## src/rtl/burst_order_pkg.sv

```systemverilog
// Purpose: shared constants for the burst order and readout mode block
// Assumes: controller drives command and address on MCLK
// Notes:   register map sits on AHB-Lite, one aligned word per register
package burst_order_pkg;

  // ----------------------------------------------------------------
  // command decode
  // ----------------------------------------------------------------
  localparam logic [2:0] BANK_FIRST_MR = 3'h0;
  localparam logic [2:0] BANK_THIRD_MR = 3'h3;

  // ----------------------------------------------------------------
  // mode register fields
  // ----------------------------------------------------------------
  localparam int unsigned LOC_LSB      = 0;
  localparam int unsigned ENABLE_BIT   = 2;
  localparam int unsigned UNUSED_LSB   = 3;
  localparam int unsigned UNUSED_MSB   = 13;
  localparam int unsigned BL_LSB       = 0;
  localparam int unsigned BTYPE_BIT    = 3;
  localparam int unsigned CHOP_SEL_BIT = 12;

  localparam logic [1:0] LOC_PATTERN = 2'h0;
  localparam logic [1:0] LOC_THERMAL = 2'h3;

  localparam logic [1:0] BL_FIXED_8  = 2'h0;
  localparam logic [1:0] BL_PER_CMD  = 2'h1;
  localparam logic [1:0] BL_FIXED_4  = 2'h2;

  // ----------------------------------------------------------------
  // burst timing in beats
  // ----------------------------------------------------------------
  localparam logic [2:0] LAST_BEAT       = 3'h7;
  localparam logic [2:0] LAST_CHOP_BEAT  = 3'h3;
  localparam logic [2:0] WR_START_FULL   = 3'h7;
  localparam logic [2:0] WR_PULL_IN      = 3'h2;
  localparam logic [2:0] WR_START_CHOP   = WR_START_FULL - WR_PULL_IN;

  // ----------------------------------------------------------------
  // AHB-Lite register map (byte addresses)
  // ----------------------------------------------------------------
  localparam logic [7:0] ADDR_STATUS  = 8'h00;
  localparam logic [7:0] ADDR_THERMAL = 8'h04;
  localparam logic [7:0] ADDR_PATTERN = 8'h08;
  localparam logic [7:0] ADDR_CONFIG  = 8'h0C;

  localparam logic [7:0]  PATTERN_RESET = 8'h55;
  localparam logic [7:0]  THERMAL_RESET = 8'h00;
  localparam logic [31:0] UNMAPPED_READ = 32'h0000_0000;

  localparam int unsigned ST_VIOL_BIT   = 8;
  localparam int unsigned ST_BUSY_BIT   = 9;

  localparam logic [1:0] HTRANS_NONSEQ = 2'h2;
  localparam logic [1:0] HTRANS_SEQ    = 2'h3;

  typedef enum logic [1:0]
  {
    ST_IDLE  = 2'h0,
    ST_READ  = 2'h1,
    ST_WRITE = 2'h2
  } burst_state_t;

endpackage

```

## src/rtl/beat_order_gen.sv

```systemverilog
// Purpose: maps a beat slot to the column beat it carries
// Assumes: start column held for the whole burst
// Notes:   purely combinational
`timescale 1ns/1ps
`default_nettype none
module beat_order_gen
(
  input  wire logic [2:0] start_col,
  input  wire logic [2:0] slot,
  input  wire logic       interleave,
  input  wire logic       is_write,
  input  wire logic       chopped,
  output logic      [2:0] beat
);

  always_comb
  begin
    if (is_write)
    begin
      if (chopped)
        beat = {start_col[2], slot[1:0]};
      else
        beat = slot;
    end
    else if (interleave)
      beat = start_col ^ slot;
    else
      beat = {start_col[2] ^ slot[2], start_col[1:0] + slot[1:0]};
  end

endmodule // beat_order_gen
`default_nettype wire

```

## src/rtl/burst_order_top.sv

```systemverilog
// Purpose: third mode register decode, readout path and burst beat order
// Assumes: command pins come from logic on MCLK, no synchronising
// Notes:   a new read or write command while a burst runs is not taken
//
// Summary of operation
// - third mode register loads on mode-set with all strobes low and bank 011.
// - readout location 00 selects sync pattern, 11 thermal readout, others reserved.
// - enable bit A2 routes read data from readout source instead of array.
// - with readout disabled the location field has no effect.
// - read beat ordering follows burst-type bit A3 of the first mode register.
// - reads start at CA[2:0]; interleaved XOR, nibble wrap then other nibble.
// - full writes ignore CA[2:0] and take beats 0 to 7 in order.
// - chopped writes use CA2 for lower or upper half, ignore CA1 and CA0.
// - chopped reads drive four beats, data and strobe released for the rest.
// - chop fixed by setting starts internal write two clocks earlier.
// - chop per command on A12 starts internal write as a full burst.
//
// Decided for this implementation: the placing of the registers and the AHB-Lite register port.
`timescale 1ns/1ps
`default_nettype none
module burst_order_top
  import burst_order_pkg::*;
(
  input  wire logic        MCLK,
  input  wire logic        RST_N,
  // command and address from the controller
  input  wire logic        CS_N,
  input  wire logic        RAS_N,
  input  wire logic        CAS_N,
  input  wire logic        WE_N,
  input  wire logic [2:0]  BA,
  input  wire logic [13:0] A,
  // array data for normal reads
  input  wire logic [7:0]  ARRAY_RDATA,
  // burst outputs
  output logic             BEAT_VALID,
  output logic [2:0]       BEAT_INDEX,
  output logic             BEAT_IS_WRITE,
  output logic [7:0]       DQ_OUT,
  output logic             DQ_OE,
  output logic             DQS_OE,
  output logic             READ_FROM_READOUT,
  output logic             INTERNAL_WRITE_START,
  // AHB-Lite slave
  input  wire logic        HSEL,
  input  wire logic [7:0]  HADDR,
  input  wire logic [1:0]  HTRANS,
  input  wire logic        HWRITE,
  input  wire logic [2:0]  HSIZE,
  input  wire logic [31:0] HWDATA,
  input  wire logic        HREADY,
  output logic [31:0]      HRDATA,
  output logic             HREADYOUT,
  output logic             HRESP
);

  // ----------------------------------------------------------------
  // declarations
  // ----------------------------------------------------------------
  burst_state_t state_q;
  burst_state_t state_d;
  logic [2:0]   slot_q;
  logic [2:0]   start_q;
  logic         chop_q;
  logic         interleave_q;
  logic [1:0]   bl_mode_q;
  logic         readout_en_q;
  logic [1:0]   loc_q;
  logic         viol_q;
  logic [7:0]   thermal_q;
  logic [7:0]   pattern_q;
  logic [7:0]   dq_q;
  logic         dq_oe_q;
  logic         valid_q;
  logic [2:0]   index_q;
  logic         wr_q;
  logic         wr_start_q;
  logic         wr_pend_q;
  logic         bus_wr_q;
  logic [7:0]   bus_addr_q;
  logic [31:0]  hrdata_q;
  logic [2:0]   beat;
  logic         mode_set;
  logic         read_cmd;
  logic         write_cmd;
  logic         cmd_chop;
  logic         last_slot;
  logic         drive_slot;
  logic         bus_take;
  logic         clr_viol;
  logic [7:0]   readout_byte;

  // ----------------------------------------------------------------
  // decode helpers
  // ----------------------------------------------------------------
  function automatic logic strobes_match(input logic ras_n, input logic cas_n,
                                         input logic we_n, input logic [2:0] want);
    strobes_match = ({ras_n, cas_n, we_n} == want);
  endfunction

  function automatic logic [31:0] read_word(input logic [7:0] addr);
    case (addr)
      ADDR_STATUS:  read_word = {22'h000000, state_q != ST_IDLE, viol_q,
                                 interleave_q, bl_mode_q, 2'h0,
                                 readout_en_q, loc_q};
      ADDR_THERMAL: read_word = {24'h000000, thermal_q};
      ADDR_PATTERN: read_word = {24'h000000, pattern_q};
      ADDR_CONFIG:  read_word = {30'h00000000, bl_mode_q};
      default:      read_word = UNMAPPED_READ;
    endcase
  endfunction

  // ----------------------------------------------------------------
  // command decode
  // ----------------------------------------------------------------
  assign mode_set  = !CS_N && strobes_match(RAS_N, CAS_N, WE_N, 3'h0);
  assign read_cmd  = !CS_N && strobes_match(RAS_N, CAS_N, WE_N, 3'h5) && state_q == ST_IDLE;
  assign write_cmd = !CS_N && strobes_match(RAS_N, CAS_N, WE_N, 3'h4) && state_q == ST_IDLE;

  // chop is either fixed by setting or asked for per command, active low on A12
  always_comb
  begin
    case (bl_mode_q)
      BL_FIXED_4: cmd_chop = 1'b1;
      BL_PER_CMD: cmd_chop = !A[CHOP_SEL_BIT];
      default:    cmd_chop = 1'b0;
    endcase
  end

  // ----------------------------------------------------------------
  // mode registers
  // ----------------------------------------------------------------
  always_ff @(posedge MCLK)
  begin
    if (!RST_N)
    begin
      readout_en_q <= 1'b0;
      loc_q        <= LOC_PATTERN;
    end
    else if (mode_set && BA == BANK_THIRD_MR)
    begin
      readout_en_q <= A[ENABLE_BIT];
      loc_q        <= A[LOC_LSB +: 2];
    end
  end

  always_ff @(posedge MCLK)
  begin
    if (!RST_N)
    begin
      interleave_q <= 1'b0;
      bl_mode_q    <= BL_FIXED_8;
    end
    else if (mode_set && BA == BANK_FIRST_MR)
    begin
      interleave_q <= A[BTYPE_BIT];
      bl_mode_q    <= A[BL_LSB +: 2];
    end
  end

  // sticky flag for nonzero unused bits; a new event wins over the clear
  always_ff @(posedge MCLK)
  begin
    if (!RST_N)
      viol_q <= 1'b0;
    else if (mode_set && BA == BANK_THIRD_MR && |A[UNUSED_MSB:UNUSED_LSB])
      viol_q <= 1'b1;
    else if (clr_viol)
      viol_q <= 1'b0;
  end

  // ----------------------------------------------------------------
  // burst sequencer
  // ----------------------------------------------------------------
  assign last_slot = (slot_q == LAST_BEAT);

  always_comb
  begin
    case (state_q)
      ST_IDLE:
      begin
        if (read_cmd)
          state_d = ST_READ;
        else if (write_cmd)
          state_d = ST_WRITE;
        else
          state_d = ST_IDLE;
      end
      ST_READ, ST_WRITE:
        state_d = last_slot ? ST_IDLE : state_q;
      default:
        state_d = ST_IDLE;
    endcase
  end

  always_ff @(posedge MCLK)
  begin
    if (!RST_N)
      state_q <= ST_IDLE;
    else
      state_q <= state_d;
  end

  always_ff @(posedge MCLK)
  begin
    if (!RST_N)
    begin
      slot_q  <= 3'h0;
      start_q <= 3'h0;
      chop_q  <= 1'b0;
    end
    else if (read_cmd || write_cmd)
    begin
      slot_q  <= 3'h0;
      start_q <= A[2:0];
      chop_q  <= cmd_chop;
    end
    else if (state_q != ST_IDLE)
      slot_q <= slot_q + 3'h1;
  end

  beat_order_gen u_order
  (
    .start_col  (start_q),
    .slot       (slot_q),
    .interleave (!interleave_q ? 1'b0 : 1'b1),
    .is_write   (state_q == ST_WRITE),
    .chopped    (chop_q),
    .beat       (beat)
  );

  // chopped read releases data and strobe after the fourth slot
  assign drive_slot = !chop_q || slot_q <= LAST_CHOP_BEAT;

  // ----------------------------------------------------------------
  // readout source
  // ----------------------------------------------------------------
  always_comb
  begin
    case (loc_q)
      LOC_PATTERN: readout_byte = beat[0] ? ~pattern_q : pattern_q;
      LOC_THERMAL: readout_byte = thermal_q;
      default:     readout_byte = 8'h00;
    endcase
  end

  always_ff @(posedge MCLK)
  begin
    if (!RST_N)
    begin
      valid_q <= 1'b0;
      index_q <= 3'h0;
      wr_q    <= 1'b0;
      dq_q    <= 8'h00;
      dq_oe_q <= 1'b0;
    end
    else
    begin
      valid_q <= state_q != ST_IDLE && drive_slot;
      index_q <= beat;
      wr_q    <= state_q == ST_WRITE;
      dq_oe_q <= state_q == ST_READ && drive_slot;
      if (state_q == ST_READ && drive_slot)
        dq_q <= readout_en_q ? readout_byte : ARRAY_RDATA;
      else
        dq_q <= 8'h00;
    end
  end

  // ----------------------------------------------------------------
  // internal write start
  // ----------------------------------------------------------------
  always_ff @(posedge MCLK)
  begin
    if (!RST_N)
      wr_pend_q <= 1'b0;
    else if (write_cmd)
      wr_pend_q <= 1'b1;
    else if (wr_start_q)
      wr_pend_q <= 1'b0;
  end

  always_ff @(posedge MCLK)
  begin
    if (!RST_N)
      wr_start_q <= 1'b0;
    else if (state_q == ST_WRITE && wr_pend_q)
    begin
      if (bl_mode_q == BL_FIXED_4)
        wr_start_q <= slot_q == WR_START_CHOP;
      else
        wr_start_q <= slot_q == WR_START_FULL;
    end
    else
      wr_start_q <= 1'b0;
  end

  // ----------------------------------------------------------------
  // AHB-Lite slave
  // ----------------------------------------------------------------
  assign bus_take = HSEL && HREADY && (HTRANS == HTRANS_NONSEQ || HTRANS == HTRANS_SEQ);
  assign clr_viol = bus_wr_q && bus_addr_q == ADDR_STATUS && HWDATA[ST_VIOL_BIT];

  always_ff @(posedge MCLK)
  begin
    if (!RST_N)
    begin
      bus_wr_q   <= 1'b0;
      bus_addr_q <= 8'h00;
      hrdata_q   <= UNMAPPED_READ;
    end
    else
    begin
      bus_wr_q   <= bus_take && HWRITE;
      bus_addr_q <= HADDR;
      hrdata_q   <= (bus_take && !HWRITE) ? read_word(HADDR) : hrdata_q;
    end
  end

  always_ff @(posedge MCLK)
  begin
    if (!RST_N)
    begin
      thermal_q <= THERMAL_RESET;
      pattern_q <= PATTERN_RESET;
    end
    else if (bus_wr_q)
    begin
      if (bus_addr_q == ADDR_THERMAL)
        thermal_q <= HWDATA[7:0];
      if (bus_addr_q == ADDR_PATTERN)
        pattern_q <= HWDATA[7:0];
    end
  end

  // ----------------------------------------------------------------
  // outputs
  // ----------------------------------------------------------------
  assign BEAT_VALID           = valid_q;
  assign BEAT_INDEX           = index_q;
  assign BEAT_IS_WRITE        = wr_q;
  assign DQ_OUT               = dq_q;
  assign DQ_OE                = dq_oe_q;
  assign DQS_OE               = dq_oe_q;
  assign READ_FROM_READOUT    = readout_en_q;
  assign INTERNAL_WRITE_START = wr_start_q;
  assign HRDATA               = hrdata_q;
  assign HREADYOUT            = 1'b1;
  assign HRESP                = 1'b0;

endmodule // burst_order_top
`default_nettype wire
```

## config.mk

```make
export PLATFORM = sky130hd
export DESIGN_NAME = burst_order_top
export DESIGN_NICKNAME = d
export VERILOG_FILES = /design/src/rtl/burst_order_pkg.sv /design/src/rtl/beat_order_gen.sv /design/src/rtl/burst_order_top.sv
export SDC_FILE = /design/constraint.sdc
export NUM_CORES = 1
export LEC_CHECK = 0
export ABC_AREA = 0
export BUFFER_PORTS_ARGS = -buffer_cell sky130_fd_sc_hd__buf_4
export CAP_MARGIN = 20
export CORE_ASPECT_RATIO = 0.75
export CORE_UTILIZATION = 25
export CTS_CLUSTER_DIAMETER = 120
export DETAILED_ROUTE_END_ITERATION = 16
export GPL_ROUTABILITY_DRIVEN = 0
export SYNTH_ARGS = -nofsm -noshare
export SYNTH_HDL_FRONTEND = slang
export SYNTH_HIERARCHICAL = 1
export SYNTH_SLANG_ARGS = --single-unit
```

## constraint.sdc

```tcl
create_clock -name MCLK -period 1.8 [get_ports MCLK]
set_input_delay 0.36 -clock MCLK [delete_from_list [all_inputs] [get_ports MCLK]]
set_output_delay 0.36 -clock MCLK [all_outputs]
set_load 0.02 [all_outputs]
```

# Word-level counts from Yosys, hierarchy flattened
# Index checks and enable logic that the tools add are counted.
[totals]
inputBits = 79
ff_bits = 89
output_inout_bits = 51
elab_cells = 104
[op_classes]
n_lt_le_gt_ge = 1
bitwise_logic = 4
n_eq_ne = 18
n_reduce_logical = 40
mux = 18
n_addsub = 2
[op_table]
columns = ["operator", "n"]
rows = [
  ["one-hot mux 10 bit (4 select lines)", 1],
  ["equality test 8 x 4 -> 1 bit, second input constant", 3],
  ["logical AND 1 bit", 17],
  ["equality test 8 x 3 -> 1 bit, second input constant", 2],
  ["zero test 8 bit", 2],
  ["2-to-1 mux 8 bit", 2],
  ["one-hot mux 8 bit (2 select lines)", 1],
  ["equality test 3 bit, second input constant", 4],
  ["OR reduction 11 bit", 1],
  ["equality test 2 bit, second input constant", 5],
  ["2-to-1 mux 3 bit", 3],
  ["inverter 8 bit", 1],
  ["AND reduction 2 bit", 4],
  ["zero test 3 bit", 2],
  ["2-to-1 mux 1 bit", 6],
  ["2-to-1 mux 2 bit", 3],
  ["nonzero test 2 bit", 3],
  ["equality test 2 x 1 -> 1 bit, second input constant", 2],
  ["zero test 1 bit", 4],
  ["zero test 2 bit", 2],
  ["one-hot mux 2 bit (2 select lines)", 1],
  ["OR reduction 2 bit", 2],
  ["adder 3 x 1 -> 3 bit, second input constant", 1],
  ["equality test 3 x 2 -> 1 bit, second input constant", 1],
  ["8 further kinds", 10],
]

# Longest topological paths before layout
# Gate-level depths: netlist of run 1.
[depth]
word_depth = 6
ltp_mapped = 7

# By module
# The synthesis of run 1 kept the hierarchy.
[by_module_without_submodules]
columns = ["module", "cells_per_inst", "n_inst", "area_each_um2", "seq_area_each_um2"]
rows = [
  ["burst_order_top", 351, 1, 3160.5, 1341.3],
  ["beat_order_gen", 11, 1, 93.8, 0.0],
]

# Worst setup path before layout of run 1
# Ideal clock, no wire load.
[synth_timing]
path_kind = "reg-to-reg"
start = "register bus_addr_q[4]"
end = "register thermal_q[0]"
setup_ps = 72
arrival_ps = 1671
path_stages_with_launch = 5
path_slack_ps = 58
path_cell_list = "dfxtp_1 -> or4b_1 -> buf_2 -> nor4_4 -> mux2i_1"
[synth_between]
elab_chain_cells = 2
[synth_lines]
columns = ["element", "line_no", "rtl"]
rows = [
  ["start: declaration", "burst_order_top.sv:80", "logic [7:0] bus_addr_q;"],
  ["start signal: assignment", "burst_order_top.sv:309", "bus_addr_q <= 8'h00;"],
  ["start signal: assignment", "burst_order_top.sv:315", "bus_addr_q <= HADDR;"],
  ["equality test 8 x 3 -> 1 bit", "burst_order_top.sv:329", "if (bus_addr_q == ADDR_THERMAL)"],
  ["AND reduction 2 bit (no line)", "-", ""],
  ["end signal: assignment", "burst_order_top.sv:330", "thermal_q <= HWDATA[7:0];"],
  ["end: declaration", "burst_order_top.sv:70", "logic [7:0] thermal_q;"],
]
# Every way passes these cells.
# A chain may end at the register's enable or synchronous reset.

# Final worst setup path of run 1
[layout_timing]
start = "register state_q[0]"
end = "register dq_q[0] (netlist: DQ_OUT[0])"
[layout_between]
elab_chain_cells = 5
[layout_lines]
columns = ["element", "line_no", "rtl"]
rows = [
  ["start: declaration", "burst_order_top.sv:60", "burst_state_t state_q;"],
  ["start signal: assignment", "burst_order_top.sv:201", "state_q <= state_d;"],
  ["equality test 2 bit", "burst_order_top.sv:227", ".is_write (state_q == ST_WRITE),"],
  ["2-to-1 mux 3 bit", "beat_order_gen.sv:18", "if (is_write)"],
  ["named net beat[0]", "burst_order_top.sv:82", "logic [2:0] beat;"],
  ["2-to-1 mux 8 bit", "burst_order_top.sv:241", "LOC_PATTERN: readout_byte = beat[0] ? ~pattern_q : pattern_q;"],
  ["one-hot mux 8 bit (2 select lines)", "burst_order_top.sv:240", "case (loc_q)"],
  ["2-to-1 mux 8 bit", "burst_order_top.sv:264", "dq_q <= readout_en_q ? readout_byte : ARRAY_RDATA;"],
  ["end signal: assignment", "burst_order_top.sv:264", ""],
  ["end: declaration", "burst_order_top.sv:72", "logic [7:0] dq_q;"],
]
# The timed path passes the listed nets, and every way through them passes these cells.

==> results.yml, run 1 <==
status:
  run_status: "completed"
sta:
  setup-violations-final: 0
  fin_crit_sh_pct: 98.1
  slew_viol_final: 0
  grt_setup_unrepaired: "no"
  maxSlewHeadroom_pct: 60.8
  finalHoldViolCount: 0
  clock-skew-final_ns: 0.00698
  timing.fmax_mhz: 566
  setup_tns_ns: 0
  finalWorstPathRequiredPeriod_ns: 1.77
  tightestPinTransition_ns: 0.584
clock_tree:
  cts_tree: "done"
  clk_transition_reported_paths_ns: 0.06
  clk_root_buffer_cell: "clkbuf_16"
  clock_path_buffers: 2
  insertion_delay_ns: 0.33
  postCtsSetupRepairBufs: 0
  ctsHtreeMaxLevel: 3
  hold_buffers: 0
  cts-buffers-inserted: 9
  cts_sinks: 67
worst_setup_path:
  setup.reg_to_reg.worst_slack_ns: 0.03
  critPathSlowestCell: "mux2_4"
  endpoint_kind: "register"
  largest_stage_delay_worst_path_ns: 0.40
  worstSetupPathType: "register to register"
  worst-endpoint-required_ns: 2.00
  worst_ep_arrival_time_ns: 1.96
  worst_r2r_startpoint: "state_q[0]"
  rr_worst_depth: 6
  path_max_fanout: 9
  cp_num_buf_inv: 1
  worstSetupStartpointType: "register"
  path_delay_family: "compound AO/OA/AOI/OAI gates"
  cp_cell_sequence: "inv_1 > ha_1 > mux2_4 > xor2_1 > a22oi_1 > a211oi_1"
  worstReg2RegEnd: "DQ_OUT[0]"
global_route:
  grt_usage_pct: 13.8
  grt_antenna_before_repair: 0
  grt_first_pass_wirelength_um: 14100
  grt_max_degree: 28
  grt_pass1_vias: 2686
  grt-ovfl-total: 0
final_layout:
  drive_gt1_share_pct: 25.8
  most-common-layout-cells: "buf_4 (92), dfxtp_1 (67), nand2_1 (29), conb_1 (24)"
  final_nets: 536
  syn_to_final_growth_pct: 33.9
  antennaDiodeCount: 0
  mostFrequentLayoutCell: "buf_4"
yosys:
  synth-edff-count: 0
  synthDominantCellAreaShare_pct: 41.2
  seq_cells_post_synth: 67
  unique_cell_type_count_in_the_yosys_netlist: 46
  cell_accounting_for_the_most_synthesized_area: "dfxtp_1"
  netlist_top_cells_area: "dfxtp_1 (41%), mux2i_1 (6.5%), buf_4 (5.8%)"
  ys.warnings.count: 6
  ys.flop_type: "dfxtp_1"
  syn_inst: 362
  seq_area_frac_synth_pct: 41.2
  synth_area_per_cell_um2: 8.99
  netlist_area_mm2: 0.00325
  synth-async-reset-ratio_pct: 0
drt:
  avgViaCountPerCell: 4.48
  route.antenna.remaining_nets: 0
  drtPass1Iterations: 4
  drt-total-wl_um: 8960
  wire_per_inst_um: 14.5
  dr_total_vias: 2762
  detail_route.drc_violations: 0
  drtIter0Drc: 107
floorplanning:
  pin_count: 130
  dieHeight_um: 101
  design.core.area_mm2: 0.0125
  floorplan.rows: 35
  initial_utilization_pct: 26.1
  die_area_mm2: 0.0135
  dieWidth_um: 134
pwr:
  cellPowerDensity_mw_per_mm2: 885
  static-leakage-power_nw: 1.82
  p_total_mw: 3.86
  vdd.ir_drop.worst_uv: 441
flow_run:
  max-cap-violations: 0
worst_hold_path:
  timing.hold.worst.class: "input port to register"
  timing.hold.worst.start: "HADDR[5]"
  hold-path-cell-count: 2
  hold_path_end: "bus_addr_q[5]"
place:
  port_buffers: 78
  hpwlAfterDp_um: 6880
state kept, by name, indices dropped and copies added, names as in the netlist:
| register | flops |
|---|---|
| interleave_q | 1 |
| READ_FROM_READOUT | 1 |
| start_q | 3 |
| INTERNAL_WRITE_START | 1 |
| bl_mode_q | 2 |
| thermal_q | 8 |
| BEAT_VALID | 1 |
| pattern_q | 8 |
| BEAT_INDEX | 3 |
| bus_wr_q | 1 |
| DQ_OUT | 8 |
| loc_q | 2 |
| DQS_OE | 1 |
| viol_q | 1 |
| chop_q | 1 |
| wr_pend_q | 1 |
| slot_q | 3 |
| HRDATA | 10 |
| BEAT_IS_WRITE | 1 |
| state_q | 2 |
| bus_addr_q | 8 |
synth_stat cells (all sizes together), types with 12 or more instances:
cell type and n:
a21oi 16, nor2 21, and2 13, buf 28
ha 12, o21ai 16, mux2i 21, nand3 21
clkbuf 15, inv 15, nand2 29, dfxtp 67
logic make-up after synthesis:
logic type / synth area share [%]
AOI/OAI and AO/OA: 12.1
xor gates and xnor gates: 2.69
adders and majority gates: 4.61
buffers and inverters: 9.61
DFF: 41.2
muxes: 8.19
other: 0.231
and+or+nand+nor: 21.3
timing repair:
action / 4_1_cts / 5_1_grt
endpoints found under the hold margin: 0 / 0
endpoints found under the setup margin: 0 / 5
gates resized for setup: 0 / 3
area by class of cell:
type	instances	area, um^2
clock buffer	10	229
clock inverter	6	113
fill	1304	8120
inverter	15	56.3
multi-input combinational	259	1700
sequential	67	1340
tap	166	208
timing repair buffer	93	711
how the worst max path moves through the flow:
stage                       start  depth (start not counted)      endpoint
CTS                    state_q[0]                          6     DQ_OUT[1]
finish                 state_q[0]                          6     DQ_OUT[0]
floorplan           bus_addr_q[4]                          4  thermal_q[0]
detailed placement     state_q[0]                          6     DQ_OUT[1]
global placement       state_q[0]                          6     DQ_OUT[1]
global route           state_q[0]                          6     DQ_OUT[0]
metal layers:
metal / up-vias / track usage [%] / wire [um]
li1: 1394 / - / -
met5: - / 0 / 0
met2: 78 / 20.5 / 3840
met4: 0 / 4.98 / 106
met3: 8 / 3.47 / 514
met1: 1282 / 19.1 / 4500
per-stage QoR:
stage          instance area (um^2)  hold WS, ns  std cells  utilization, %  setup WS, ns
2_1_floorplan                  3340        0.412        384               -        0.0575
3_3_place_gp                   4000        0.425        600            32.0        0.0832
3_5_place_dp                   4000        0.430        600            32.0        0.0601
4_1_cts                        4340        0.232        616            34.8        0.0436
5_1_grt                        4360        0.236        616            34.9       0.00778
6_report                       4360        0.243        616            34.9        0.0336
report_power, final:
part / internal, mW / switching (mW) / leakage (nW)
Combinational: 0.144 / 0.195 / 1.11
Sequential: 1.50 / 0.0134 / 0.543
Clock: 1.36 / 0.644 / 0.167
Total: 3.00 / 0.852 / 1.82
No activity file was read; power rests on OpenSTA's default activity.
==> run 2: changes to the inputs <==
--- a/config.mk
+++ b/config.mk
@@ -8,7 +8,6 @@
 export ABC_AREA = 0
 export BUFFER_PORTS_ARGS = -buffer_cell sky130_fd_sc_hd__buf_4
 export CAP_MARGIN = 20
-export CORE_ASPECT_RATIO = 0.75
 export CORE_UTILIZATION = 25
 export CTS_CLUSTER_DIAMETER = 120
 export DETAILED_ROUTE_END_ITERATION = 16
==> results.yml, run 2 (same netlist as run 1, synthesis figures left out) <==
global_route:
  grt_first_pass_wirelength_um: 12800
  grt-ovfl-total: 0
  grt_pass1_vias: 2582
  grt_usage_pct: 12.7
  grt_max_degree: 27
  grt_antenna_before_repair: 0
sta:
  worst_hold_slack_ns: 0.239
  tightestPinTransition_ns: 0.516
  slew_viol_final: 0
  grt_setup_unrepaired: "no"
  setup-violations-final: 0
  fin_ws_ns: 0.0940
  maxSlewHeadroom_pct: 65.1
  setup_tns_ns: 0
  fin_crit_sh_pct: 94.8
  clock-skew-final_ns: 0.00422
  timing.fmax_mhz: 586
  finalWorstPathRequiredPeriod_ns: 1.71
  finalHoldViolCount: 0
place:
  dp_worst_setup_slack_ns: 0.0435
  port_buffers: 78
  hpwlAfterDp_um: 6310
  placed_cells_incl_taps: 605
  placed_area_mm2: 0.00400
worst_setup_path:
  critPathSlowestCell: "mux2_4"
  path_delay_family: "multiplexers"
  endpoint_kind: "register"
  cp_cell_sequence: "inv_1 > ha_1 > mux2_4 > xor2_1 > a22oi_1 > a211oi_1"
  setup.reg_to_reg.worst_slack_ns: 0.09
  worstSetupPathType: "register to register"
  worst_ep_arrival_time_ns: 1.91
  worstSetupStartpointType: "register"
  largest_stage_delay_worst_path_ns: 0.39
  cp_num_buf_inv: 1
  path_max_fanout: 9
  worst-endpoint-required_ns: 2.01
pwr:
  static-leakage-power_nw: 1.80
  p_total_mw: 3.61
  cellPowerDensity_mw_per_mm2: 838
  vdd.ir_drop.worst_uv: 442
final_layout:
  most-common-layout-cells: "buf_4 (91), dfxtp_1 (67), nand2_1 (29), conb_1 (24)"
  final_nets: 535
  largest_reg_flops: 10
  drive_gt1_share_pct: 25.3
  antennaDiodeCount: 0
  share_of_the_core_filled_with_cells_in_the_final_layout_pct: 34.0
  fillCellCount: 1319
  finish.cell_count_without_fillers: 619
  layout.cell_area.non_filler_mm2: 0.00431
  mostFrequentLayoutCell: "buf_4"
  syn_to_final_growth_pct: 32.4
floorplanning:
  initial_utilization_pct: 25.7
  dieWidth_um: 116
  floorplan.rows: 41
  pin_count: 130
  die_area_mm2: 0.0135
  dieHeight_um: 116
  design.core.area_mm2: 0.0127
clock_tree:
  ctsHtreeMaxLevel: 3
  cts_tree: "done"
  postCtsSetupRepairBufs: 0
  insertion_delay_ns: 0.33
  clock_path_buffers: 2
  cts-buffers-inserted: 9
  clk_root_buffer_cell: "clkbuf_16"
  cts_sinks: 67
  clk_transition_reported_paths_ns: 0.05
status:
  run_status: "completed"
drt:
  drtPass1Iterations: 5
  drtIter0Drc: 149
  dr_total_vias: 2739
  route.antenna.remaining_nets: 0
  drt-total-wl_um: 8160
  wire_per_inst_um: 13.2
  avgViaCountPerCell: 4.42
  detail_route.drc_violations: 0
worst_hold_path:
  timing.hold.worst.class: "input port to register"
flow_run:
  max-cap-violations: 0
## run 2: layout make-up
class	instances	area, um^2	share of cell area, %
Tap cell	172	215	5.00
Clock buffer	12	267	6.19
Timing Repair Buffer	92	703	16.3
Clock inverter	2	35.0	0.813
Inverter	15	56.3	1.31
Sequential cell	67	1340	31.1
Multi-Input combinational cell	259	1690	39.2
## run 2: metal layers
layer | vias to the layer above | part of all wire, % | track usage [%]
li1 | 1390 | - | -
met5 | - | 0 | 0
met4 | 0 | 1.6 | 6.15
met3 | 9 | 8.5 | 4.15
met2 | 98 | 44 | 20.0
met1 | 1242 | 46 | 15.7
## run 2: repair_timing
action | in CTS | in global routing
hold endpoints to repair | 0 | 0
resized for setup | 0 | 2
setup endpoints to repair | 0 | 7
hold buffers | 0 | 0
## run 2: report_power, final
group / total (mW) / switching, mW / internal, mW / leakage, nW
logic: 0.330 / 0.186 / 0.143 / 1.11
clock network: 1.76 / 0.595 / 1.17 / 0.151
registers: 1.52 / 0.0128 / 1.51 / 0.543
## run 2: path summary, 6_finish.rpt
kind	from	end	depth (start not counted)
setup reg to reg	state_q[0]	DQ_OUT[1]	6
hold reg to reg	wr_pend_q	INTERNAL_WRITE_START	2
setup / recovery	state_q[0]	DQ_OUT[1]	6
hold / removal	HADDR[6]	bus_addr_q[6]	2
